File: config.mk
export PLATFORM = sky130hd
export DESIGN_NAME = gdr_rx_gearing
export DESIGN_NICKNAME = d
export VERILOG_FILES = /design/src/inc/gdr_pkg.sv /design/src/rtl/gdr_rx_gearing.sv
export SDC_FILE = /design/constraint.sdc
export NUM_CORES = 1
export LEC_CHECK = 0
export ABC_AREA = 1
export CAP_MARGIN = 10
export CORE_UTILIZATION = 40
export CTS_BUF_LIST = sky130_fd_sc_hd__clkbuf_4
export DETAILED_ROUTE_END_ITERATION = 6
export DONT_BUFFER_PORTS = 1
export PLACE_DENSITY = 0.57
export SKIP_CTS_REPAIR_TIMING = 1
export SLEW_MARGIN = 20
export SYNTH_ARGS = -nofsm -noshare
export SYNTH_HDL_FRONTEND = slang
export SYNTH_SLANG_ARGS = --single-unit
File: constraint.sdc
create_clock -name clk -period 2.95 [get_ports clk]
set_input_delay 0.1475 -clock clk [delete_from_list [all_inputs] [get_ports clk]]
set_output_delay 0.1475 -clock clk [all_outputs]
set_load 0.02 [all_outputs]
File: src/inc/gdr_pkg.sv
package gdr_pkg;
    // Clock and line limits
    localparam int CLK_MHZ = 250;
    localparam int LINE_LIMIT_MHZ = 250;
    localparam int SYNC_HOLD_NS = 20;
    localparam int SYNC_HOLD_CYC = (SYNC_HOLD_NS * CLK_MHZ + 999) / 1000;
    localparam int DLY_STEPS = 128;
    localparam int DLY_STEP_FS = 12500;
    localparam logic [6:0] DLY_MAX = 7'(DLY_STEPS - 1);
    localparam logic [6:0] DLY_RST = 7'h00;
    localparam logic [3:0] DLL_LOCK_CODE = 4'h9;
    // Register byte offsets
    localparam logic [7:0] OFS_CTRL = 8'h00;
    localparam logic [7:0] OFS_DCMD = 8'h04;
    localparam logic [7:0] OFS_MARGIN = 8'h08;
    localparam logic [7:0] OFS_STAT = 8'h0C;
    localparam logic [7:0] OFS_WORD = 8'h10;
    // Gearing codes
    localparam logic [1:0] GEAR_X1 = 2'h0;
    localparam logic [1:0] GEAR_X2 = 2'h1;
    localparam logic [1:0] GEAR_X4 = 2'h2;
    // Default data delays per variant
    localparam logic [6:0] DEF_X1_CEN = 7'h10;
    localparam logic [6:0] DEF_X1_ALN = 7'h18;
    localparam logic [6:0] DEF_X2_CEN = 7'h20;
    localparam logic [6:0] DEF_X2_ALN = 7'h28;
    localparam logic [6:0] DEF_X4_CEN = 7'h30;
    localparam logic [6:0] DEF_X4_ALN = 7'h38;

    typedef enum logic [2:0] {ST_IDLE, ST_LOCK, ST_UPDATE, ST_STOP, ST_GREL, ST_RUN} gdr_state_t;

    typedef struct packed {
        logic dyn;
        logic fast;
        logic [1:0] gear;
        logic aln;
        logic en;
    } gdr_ctrl_t;

    typedef struct packed {
        logic load;
        logic dir;
        logic step;
    } gdr_cmd_t;

    typedef struct packed {
        logic [11:0] rsvd_hi;
        logic [3:0] dl_code;
        logic rsvd_lo;
        logic [6:0] dly;
        logic cfg_err;
        logic grst;
        logic stop;
        logic freeze;
        logic lock;
        logic [2:0] state;
    } gdr_stat_t;

    typedef struct packed {
        logic psel;
        logic penable;
        logic pwrite;
        logic [7:0] paddr;
        logic [31:0] pwdata;
    } gdr_apb_req_t;

    typedef struct packed {
        logic [31:0] prdata;
        logic pready;
        logic pslverr;
    } gdr_apb_rsp_t;
endpackage : gdr_pkg

File: src/rtl/gdr_rx_gearing.sv
`timescale 1ns/1ns
module gdr_rx_gearing #(
    parameter int HIST_D = 16
) (
    input wire logic clk,
    input wire logic reset,
    input wire gdr_pkg::gdr_apb_req_t apb_req,
    output gdr_pkg::gdr_apb_rsp_t apb_rsp,
    input wire logic line_clk_pin,
    input wire logic line_data_pin,
    output logic [7:0] rx_word,
    output logic rx_valid,
    output logic slow_clk
);
    import gdr_pkg::*;

    if (HIST_D < 16) begin : g_chk
        $error("HIST_D must be at least 16");
    end

    gdr_apb_rsp_t rsp_ff;
    gdr_ctrl_t ctrl_ff;
    gdr_state_t state_ff;
    gdr_stat_t stat;
    logic [1:0] clk_sync_ff, dat_sync_ff;
    logic [HIST_D-1:0] chist_ff, dhist_ff;
    logic [3:0] margin_ff, dll_code_ff, dl_code_ff, ph_idx, nbits;
    logic [6:0] dly_ff, dly_def;
    logic [7:0] word_ff, nxt_word, mask;
    logic [2:0] bcnt_ff, half;
    logic [7:0] tmr_ff;
    logic lock_ff, freeze_ff, stop_ff, grst_ff, started_ff, valid_ff, slow_ff;
    logic dclk, dclk_prev_ff, rise, fall, edge_ev, dbit, cfg_err;
    logic acc, wr_go, addr_ok, cmd_wr;
    gdr_cmd_t cmd;
    logic [31:0] rdata;

    // Pin synchronisers; only the second stage feeds the history lines
    always_ff @(posedge clk) begin
        if (reset) begin
            clk_sync_ff <= 2'h0;
            dat_sync_ff <= 2'h0;
        end else begin
            clk_sync_ff <= {clk_sync_ff[0], line_clk_pin};
            dat_sync_ff <= {dat_sync_ff[0], line_data_pin};
        end
    end

    // Tapped history lines stand in for the delay cells
    always_ff @(posedge clk) begin
        if (reset) begin
            chist_ff <= '0;
            dhist_ff <= '0;
        end else begin
            chist_ff <= {chist_ff[HIST_D-2:0], clk_sync_ff[1]};
            dhist_ff <= {dhist_ff[HIST_D-2:0], dat_sync_ff[1]};
        end
    end

    // APB decode; writes land at the edge that samples pready high
    assign acc = apb_req.psel && apb_req.penable && !rsp_ff.pready;
    assign wr_go = apb_req.psel && apb_req.penable && rsp_ff.pready && apb_req.pwrite;
    assign addr_ok = (apb_req.paddr == OFS_CTRL) || (apb_req.paddr == OFS_DCMD) ||
        (apb_req.paddr == OFS_MARGIN) || (apb_req.paddr == OFS_STAT) ||
        (apb_req.paddr == OFS_WORD);
    assign cmd_wr = wr_go && (apb_req.paddr == OFS_DCMD);
    assign cmd = gdr_cmd_t'(apb_req.pwdata[2:0]);

    // Status view of the block's own state
    always_comb begin
        stat = '0;
        stat.state = 3'(state_ff);
        stat.lock = lock_ff;
        stat.freeze = freeze_ff;
        stat.stop = stop_ff;
        stat.grst = grst_ff;
        stat.cfg_err = cfg_err;
        stat.dly = dly_ff;
        stat.dl_code = dl_code_ff;
    end

    // Read mux; command register reads as zero
    always_comb begin
        case (apb_req.paddr)
            OFS_CTRL: rdata = 32'(ctrl_ff);
            OFS_MARGIN: rdata = 32'(margin_ff);
            OFS_STAT: rdata = 32'(stat);
            OFS_WORD: rdata = 32'(rx_word); // Masked word, not the raw shifter
            default: rdata = 32'h0000_0000;
        endcase
    end

    // One wait state: pready rises on the second access cycle
    always_ff @(posedge clk) begin
        if (reset) begin
            rsp_ff <= '0;
        end else begin
            rsp_ff.pready <= acc;
            rsp_ff.pslverr <= acc && !addr_ok;
            rsp_ff.prdata <= (acc && !apb_req.pwrite) ? rdata : 32'h0000_0000;
        end
    end

    // Control and margin registers
    always_ff @(posedge clk) begin
        if (reset) begin
            ctrl_ff <= '0;
            margin_ff <= 4'h0;
        end else if (wr_go && apb_req.paddr == OFS_CTRL) begin
            ctrl_ff <= gdr_ctrl_t'(apb_req.pwdata[5:0]);
        end else if (wr_go && apb_req.paddr == OFS_MARGIN) begin
            margin_ff <= apb_req.pwdata[3:0];
        end
    end

    // Line rate must match the clock tree of the chosen gearing
    assign cfg_err = (ctrl_ff.gear == GEAR_X1 && ctrl_ff.fast) ||
        (ctrl_ff.gear != GEAR_X1 && !ctrl_ff.fast) ||
        (ctrl_ff.gear == 2'h3);

    // Bits per slow cycle and divider half point
    always_comb begin
        case (ctrl_ff.gear)
            GEAR_X2: nbits = 4'h4;
            GEAR_X4: nbits = 4'h8;
            default: nbits = 4'h2;
        endcase
        half = 3'(nbits >> 1);
    end

    // Default delay chosen by variant
    always_comb begin
        case ({ctrl_ff.gear, ctrl_ff.aln})
            {GEAR_X1, 1'b1}: dly_def = DEF_X1_ALN;
            {GEAR_X2, 1'b0}: dly_def = DEF_X2_CEN;
            {GEAR_X2, 1'b1}: dly_def = DEF_X2_ALN;
            {GEAR_X4, 1'b0}: dly_def = DEF_X4_CEN;
            {GEAR_X4, 1'b1}: dly_def = DEF_X4_ALN;
            default: dly_def = DEF_X1_CEN;
        endcase
    end

    // Data delay setting; static mode pins it to the default
    always_ff @(posedge clk) begin
        if (reset) begin
            dly_ff <= DLY_RST;
        end else if (!ctrl_ff.dyn || (cmd_wr && cmd.load)) begin
            dly_ff <= dly_def;
        end else if (cmd_wr && cmd.step) begin
            if (cmd.dir && dly_ff != DLY_MAX) begin
                dly_ff <= dly_ff + 7'h01;
            end else if (!cmd.dir && dly_ff != 7'h00) begin
                dly_ff <= dly_ff - 7'h01;
            end
        end
    end

    // Eight steps per tap: coarse model of the fine delay cell
    assign dbit = dhist_ff[dly_ff[6:3]];

    // Phase tap wraps; margin is meant for small test offsets
    assign ph_idx = dl_code_ff + margin_ff;
    assign dclk = ctrl_ff.aln ? chist_ff[ph_idx] : chist_ff[0];
    assign rise = dclk && !dclk_prev_ff;
    assign fall = !dclk && dclk_prev_ff;

    always_ff @(posedge clk) begin
        if (reset) begin
            dclk_prev_ff <= 1'b0;
        end else begin
            dclk_prev_ff <= dclk;
        end
    end

    // Lock loop runs on the delayed clock it steers
    always_ff @(posedge clk) begin
        if (reset || state_ff == ST_IDLE) begin
            dll_code_ff <= 4'h0;
            lock_ff <= 1'b0;
        end else if (ctrl_ff.aln && rise && !lock_ff) begin
            dll_code_ff <= dll_code_ff + 4'h1;
            lock_ff <= (dll_code_ff + 4'h1) == DLL_LOCK_CODE;
        end
    end

    // Delay line takes codes only at update or once unfrozen
    always_ff @(posedge clk) begin
        if (reset || state_ff == ST_IDLE) begin
            dl_code_ff <= 4'h0;
        end else if (state_ff == ST_UPDATE || (!freeze_ff && ctrl_ff.aln)) begin
            dl_code_ff <= dll_code_ff;
        end
    end

    // Startup sequencer
    always_ff @(posedge clk) begin
        if (reset) begin
            state_ff <= ST_IDLE;
            tmr_ff <= 8'h00;
        end else if (!ctrl_ff.en || cfg_err) begin
            state_ff <= ST_IDLE;
            tmr_ff <= 8'h00;
        end else begin
            case (state_ff)
                ST_IDLE: state_ff <= ctrl_ff.aln ? ST_LOCK : ST_STOP;
                ST_LOCK: if (lock_ff) begin
                    state_ff <= ST_UPDATE;
                end
                ST_UPDATE: state_ff <= ST_STOP;
                ST_STOP, ST_GREL: begin
                    if (tmr_ff == 8'(SYNC_HOLD_CYC - 1)) begin
                        tmr_ff <= 8'h00;
                        state_ff <= (state_ff == ST_STOP) ? ST_GREL : ST_RUN;
                    end else begin
                        tmr_ff <= tmr_ff + 8'h01;
                    end
                end
                ST_RUN: state_ff <= ST_RUN;
                default: state_ff <= ST_IDLE;
            endcase
        end
    end

    // Freeze, stop and gearing reset derived from the sequence
    always_ff @(posedge clk) begin
        if (reset) begin
            freeze_ff <= 1'b1;
            stop_ff <= 1'b1;
            grst_ff <= 1'b1;
        end else begin
            if (state_ff == ST_IDLE) begin
                freeze_ff <= 1'b1;
            end else if (state_ff == ST_UPDATE) begin
                freeze_ff <= 1'b0;
            end
            stop_ff <= !(state_ff == ST_GREL && tmr_ff == 8'(SYNC_HOLD_CYC - 1)) &&
                state_ff != ST_RUN;
            grst_ff <= !(state_ff == ST_STOP && tmr_ff == 8'(SYNC_HOLD_CYC - 1)) &&
                state_ff != ST_GREL && state_ff != ST_RUN;
        end
    end

    // Capture: first accepted edge is a rising one so words stay in phase
    assign edge_ev = !stop_ff && (rise || fall) && (started_ff || rise);
    assign nxt_word = {word_ff[6:0], dbit};
    assign mask = 8'((9'h001 << nbits) - 9'h001);

    always_ff @(posedge clk) begin
        if (reset || grst_ff) begin
            word_ff <= 8'h00;
            bcnt_ff <= 3'h0;
            started_ff <= 1'b0;
            valid_ff <= 1'b0;
            slow_ff <= 1'b0;
            rx_word <= 8'h00;
        end else begin
            valid_ff <= 1'b0;
            if (edge_ev) begin
                started_ff <= 1'b1;
                word_ff <= nxt_word;
                if (bcnt_ff == 3'(nbits - 4'h1)) begin
                    bcnt_ff <= 3'h0;
                    rx_word <= nxt_word & mask;
                    valid_ff <= 1'b1;
                end else begin
                    bcnt_ff <= bcnt_ff + 3'h1;
                end
                if (bcnt_ff == 3'h0) begin
                    slow_ff <= 1'b1;
                end else if (bcnt_ff == half) begin
                    slow_ff <= 1'b0;
                end
            end
        end
    end

    assign rx_valid = valid_ff;
    assign slow_clk = slow_ff;
    assign apb_rsp = rsp_ff;
endmodule : gdr_rx_gearing

==> run_summary.xml <==
<?xml version="1.0" encoding="UTF-8"?>
<metrics>
  <group name="run_status">
    <metric name="status" unit="">finished with violations</metric>
    <metric name="failing_checks" unit="">negative hold slack</metric>
  </group>
  <group name="setup_path">
    <metric name="critical_path.startpoint_type" unit="">flop</metric>
    <metric name="worst_setup_path_end_kind" unit="">flop</metric>
    <metric name="critPathArrivalTime" unit="ns">3.19</metric>
    <metric name="origin_of_the_critical_flop_to_flop_path" unit="">dl_code_ff[0]</metric>
    <metric name="required_time_reported_for_the_critical_path_endpoint" unit="ns">3.37</metric>
    <metric name="launching_instance_or_port_of_the_critical_path" unit="">dl_code_ff[0]</metric>
    <metric name="worstSetupPathType" unit="">reg2reg</metric>
    <metric name="critical_path_peak_fanout" unit="">6</metric>
  </group>
  <group name="logic_synthesis">
    <metric name="seq_total_area_yosys" unit="%">42.8</metric>
    <metric name="yosys_warnings" unit="">0</metric>
    <metric name="synth.cell_area" unit="sq mm">0.00557</metric>
    <metric name="ys_dominant_reg_cell" unit="">dfxtp_1</metric>
    <metric name="postSynthRegisterBits" unit="">119</metric>
    <metric name="synthCells" unit="">754</metric>
    <metric name="netlist-cell-type-count" unit="">41</metric>
    <metric name="async_flop_share" unit="%">0</metric>
    <metric name="synth_enable_flop_cells" unit="">0</metric>
    <metric name="syn_area_per_cell" unit="sq um">7.38</metric>
  </group>
  <group name="worst_hold_path">
    <metric name="min-delay-start" unit="">apb_req[32]</metric>
    <metric name="worstHoldPathType" unit="">in2reg</metric>
  </group>
  <group name="floorplan">
    <metric name="die_w" unit="um">120</metric>
    <metric name="boundaryPins" unit="">91</metric>
    <metric name="die_h" unit="um">120</metric>
    <metric name="total_die_area" unit="sq mm">0.0144</metric>
    <metric name="initial_core_util" unit="%">41.5</metric>
    <metric name="fp.coreArea" unit="sq mm">0.0134</metric>
    <metric name="rows" unit="">42</metric>
  </group>
  <group name="sta">
    <metric name="timing.final.crit_period" unit="ns">2.77</metric>
    <metric name="setup_viol" unit="">0</metric>
    <metric name="timing.final.crit_share" unit="%">93.8</metric>
    <metric name="worst_clock_skew" unit="ns">0.0144</metric>
    <metric name="fin_hold_ws" unit="ns">-0.000827</metric>
    <metric name="tightestPinTransition" unit="ns">0.573</metric>
    <metric name="slew_violations" unit="">0</metric>
    <metric name="hold_viol" unit="">1</metric>
    <metric name="fmax" unit="MHz">362</metric>
    <metric name="max_slew_margin" unit="%">61.8</metric>
    <metric name="setup_tns" unit="ns">0</metric>
  </group>
  <group name="clock_network">
    <metric name="clock_sinks" unit="">119</metric>
    <metric name="cts_inserted_buffers" unit="">17</metric>
    <metric name="htree_levels" unit="">4</metric>
    <metric name="clkSlewWorstSetupHoldPaths" unit="ns">0.10</metric>
    <metric name="cts_root_buf" unit="">clkbuf_4</metric>
    <metric name="clkLatencyLatePin" unit="ns">0.53</metric>
    <metric name="tritoncts" unit="">done</metric>
    <metric name="cts_buffer_depth" unit="">2</metric>
  </group>
  <group name="detailed_routing">
    <metric name="drtPass1Iterations" unit="">5</metric>
    <metric name="routed_wire_length_per_instance" unit="um">13.2</metric>
    <metric name="avgViaCountPerCell" unit="">4.84</metric>
    <metric name="detail-route-antenna-nets" unit="">0</metric>
    <metric name="route.vias.total" unit="">4693</metric>
    <metric name="finalWirelength" unit="mm">12.8</metric>
    <metric name="drt_first_iter_violations" unit="">261</metric>
    <metric name="drt_drc_violations_left" unit="">0</metric>
  </group>
  <group name="placed_design">
    <metric name="place_hpwl" unit="mm">9.32</metric>
    <metric name="placement.cell_area" unit="sq mm">0.00569</metric>
    <metric name="global_placement_routability_congestion" unit="">0.812</metric>
    <metric name="port_buffers" unit="">0</metric>
  </group>
  <group name="power_and_ir_drop">
    <metric name="worst_ir_drop_vdd" unit="mV">0.242</metric>
    <metric name="power_density" unit="mW/mm^2">460</metric>
    <metric name="power.static_leakage" unit="nW">2.46</metric>
  </group>
  <group name="cells_and_area">
    <metric name="fillers" unit="">1360</metric>
    <metric name="fraction_of_layout_cells_with_a_size_suffix_above_1" unit="%">11.0</metric>
    <metric name="combined_area_of_the_multi_input_logic_cells" unit="sq mm">0.00264</metric>
    <metric name="finalInstanceArea" unit="sq mm">0.00621</metric>
    <metric name="layout.area.seq" unit="sq mm">0.00238</metric>
    <metric name="flow.area_growth_from_synthesis" unit="%">11.5</metric>
    <metric name="design.final.nets" unit="">852</metric>
    <metric name="finalCoreUtilization" unit="%">46.3</metric>
  </group>
  <group name="global_routing">
    <metric name="all_layer_gr_usage" unit="%">18.8</metric>
    <metric name="grt_overflow_total" unit="">0</metric>
    <metric name="grt_pass1_vias" unit="">4329</metric>
    <metric name="grt_antenna_before_repair" unit="">1</metric>
    <metric name="first_pass_grt_wire_length" unit="mm">21.0</metric>
    <metric name="pin_count_of_the_biggest_net_entering_global_routing" unit="">46</metric>
  </group>
  <group name="flow_run">
    <metric name="max-cap-violations" unit="">0</metric>
  </group>
</metrics>
[report_power, final]
group	internal [mW]	total [mW]	switching, mW
Clock	0.513	1.12	0.606
Sequential	1.61	1.62	0.00590
Combinational	0.0384	0.116	0.0779
Total	2.16	2.85	0.690
[state kept, by name, indices dropped and copies added (netlist names), 2 cells and up]
name and cells:
apb_rsp 21, dll_code_ff 4, state_ff 3, rx_word 8, tmr_ff 8, word_ff 7, dl_code_ff 4, dhist_ff 16
clk_sync_ff 2, margin_ff 4, dly_ff 7, chist_ff 16, dat_sync_ff 2, ctrl_ff 6, bcnt_ff 3
[cells by family (layout without fill, tap and decap cells)]
logic type                 Yosys count  in the layout  synth area share (%)
and+or+nand+nor                    340            340                  28.3
buffers and inverters              152            179                  11.3
DFF                                119            119                  42.8
AOI/OAI and AO/OA                  108            108                  10.3
adders and majority gates           24             24                  5.66
xor gates and xnor gates            10             10                  1.57
other                                1             14                0.0674
[layout by cell type (no fill, tap or decap), types with 4 or more instances in the layout]
cell type        n
nand2_1        127
xnor2_1          4
clkbuf_4        20
nand2_4          5
inv_1          114
a21oi_2          4
nor2_4           5
o21ai_0         29
nor3_1          12
clkinv_2         7
inv_2           10
dfxtp_1        118
nor2_2           6
a21oi_1         49
dlygate4sd3_1   17
o22ai_1          6
ha_1            21
nor2_1          93
nand4_1         15
nand3_1         57
o21ai_1         15
nand2_2          6
conb_1          13
xor2_1           6
[routing by layer]
layer / share of wire [%] / vias to the layer above / global-route usage, %
met5: 0 / - / 0
met4: 2.0 / 0 / 8.05
met3: 4.5 / 17 / 5.70
met2: 46 / 103 / 28.9
met1: 48 / 2146 / 24.3
li1: - / 2427 / -
[worst max-delay path: stages, from the launching register on]
cell	delay, ns
dfxtp_1	0.35
ha_2	0.20
fa_2	0.63
inv_1	0.09
nand3_1	0.08
nand2_1	0.06
nand2_1	0.06
nand3_1	0.10
nand3_2	0.09
nand2_1	0.06
ha_1	0.28
nor2_2	0.16
o21ai_4	0.11
nor2_4	0.16
nor2_4	0.07
inv_2	0.09
o21ai_1	0.07
[path summary, 6_finish.rpt]
path,to,slack [ns],depth (start not counted)
worst max-delay path,rx_word[5],0.18,16
worst min-delay path,apb_rsp[0],-0.0008,4
worst max register to register,rx_word[5],0.18,16
worst min register to register,clk_sync_ff[1],0.41,2
[Yosys cell counts (6+ instances only)]
cell type    n  area, sq um
o21ai_1     14         70.1
buf_4       13         97.6
nor3_1      13         65.1
nor2_2       6         37.5
nor2_1      94          353
o22ai_1      6         37.5
nand4_1     15         93.8
inv_1      115          432
a21oi_1     49          245
nand2_1    128          480
dfxtp_1    119         2380
ha_1        22          275
xor2_1       6         52.6
nand3_1     58          290
o21ai_0     31          155
inv_2       10         37.5
[layout make-up]
class	count	area share, %
clock inverter	11	1.75
timing repair buffer	21	3.49
antenna	1	0.0403
multi-input combinational	495	42.6
sequential	119	38.4
clock buffer	20	2.42
tap	176	3.55
inverter	127	7.78
[metrics by stage]
stage          power, mW  worst slack, ns  instances
2_1_floorplan       1.74            0.344        766
3_3_place_gp        1.74           0.0915        918
3_5_place_dp        1.74           0.0140        918
4_1_cts             2.86          -0.0174        949
5_1_grt             2.98         -0.00932        970
6_report            2.85            0.184        970
(Power assumes the default switching activity.)
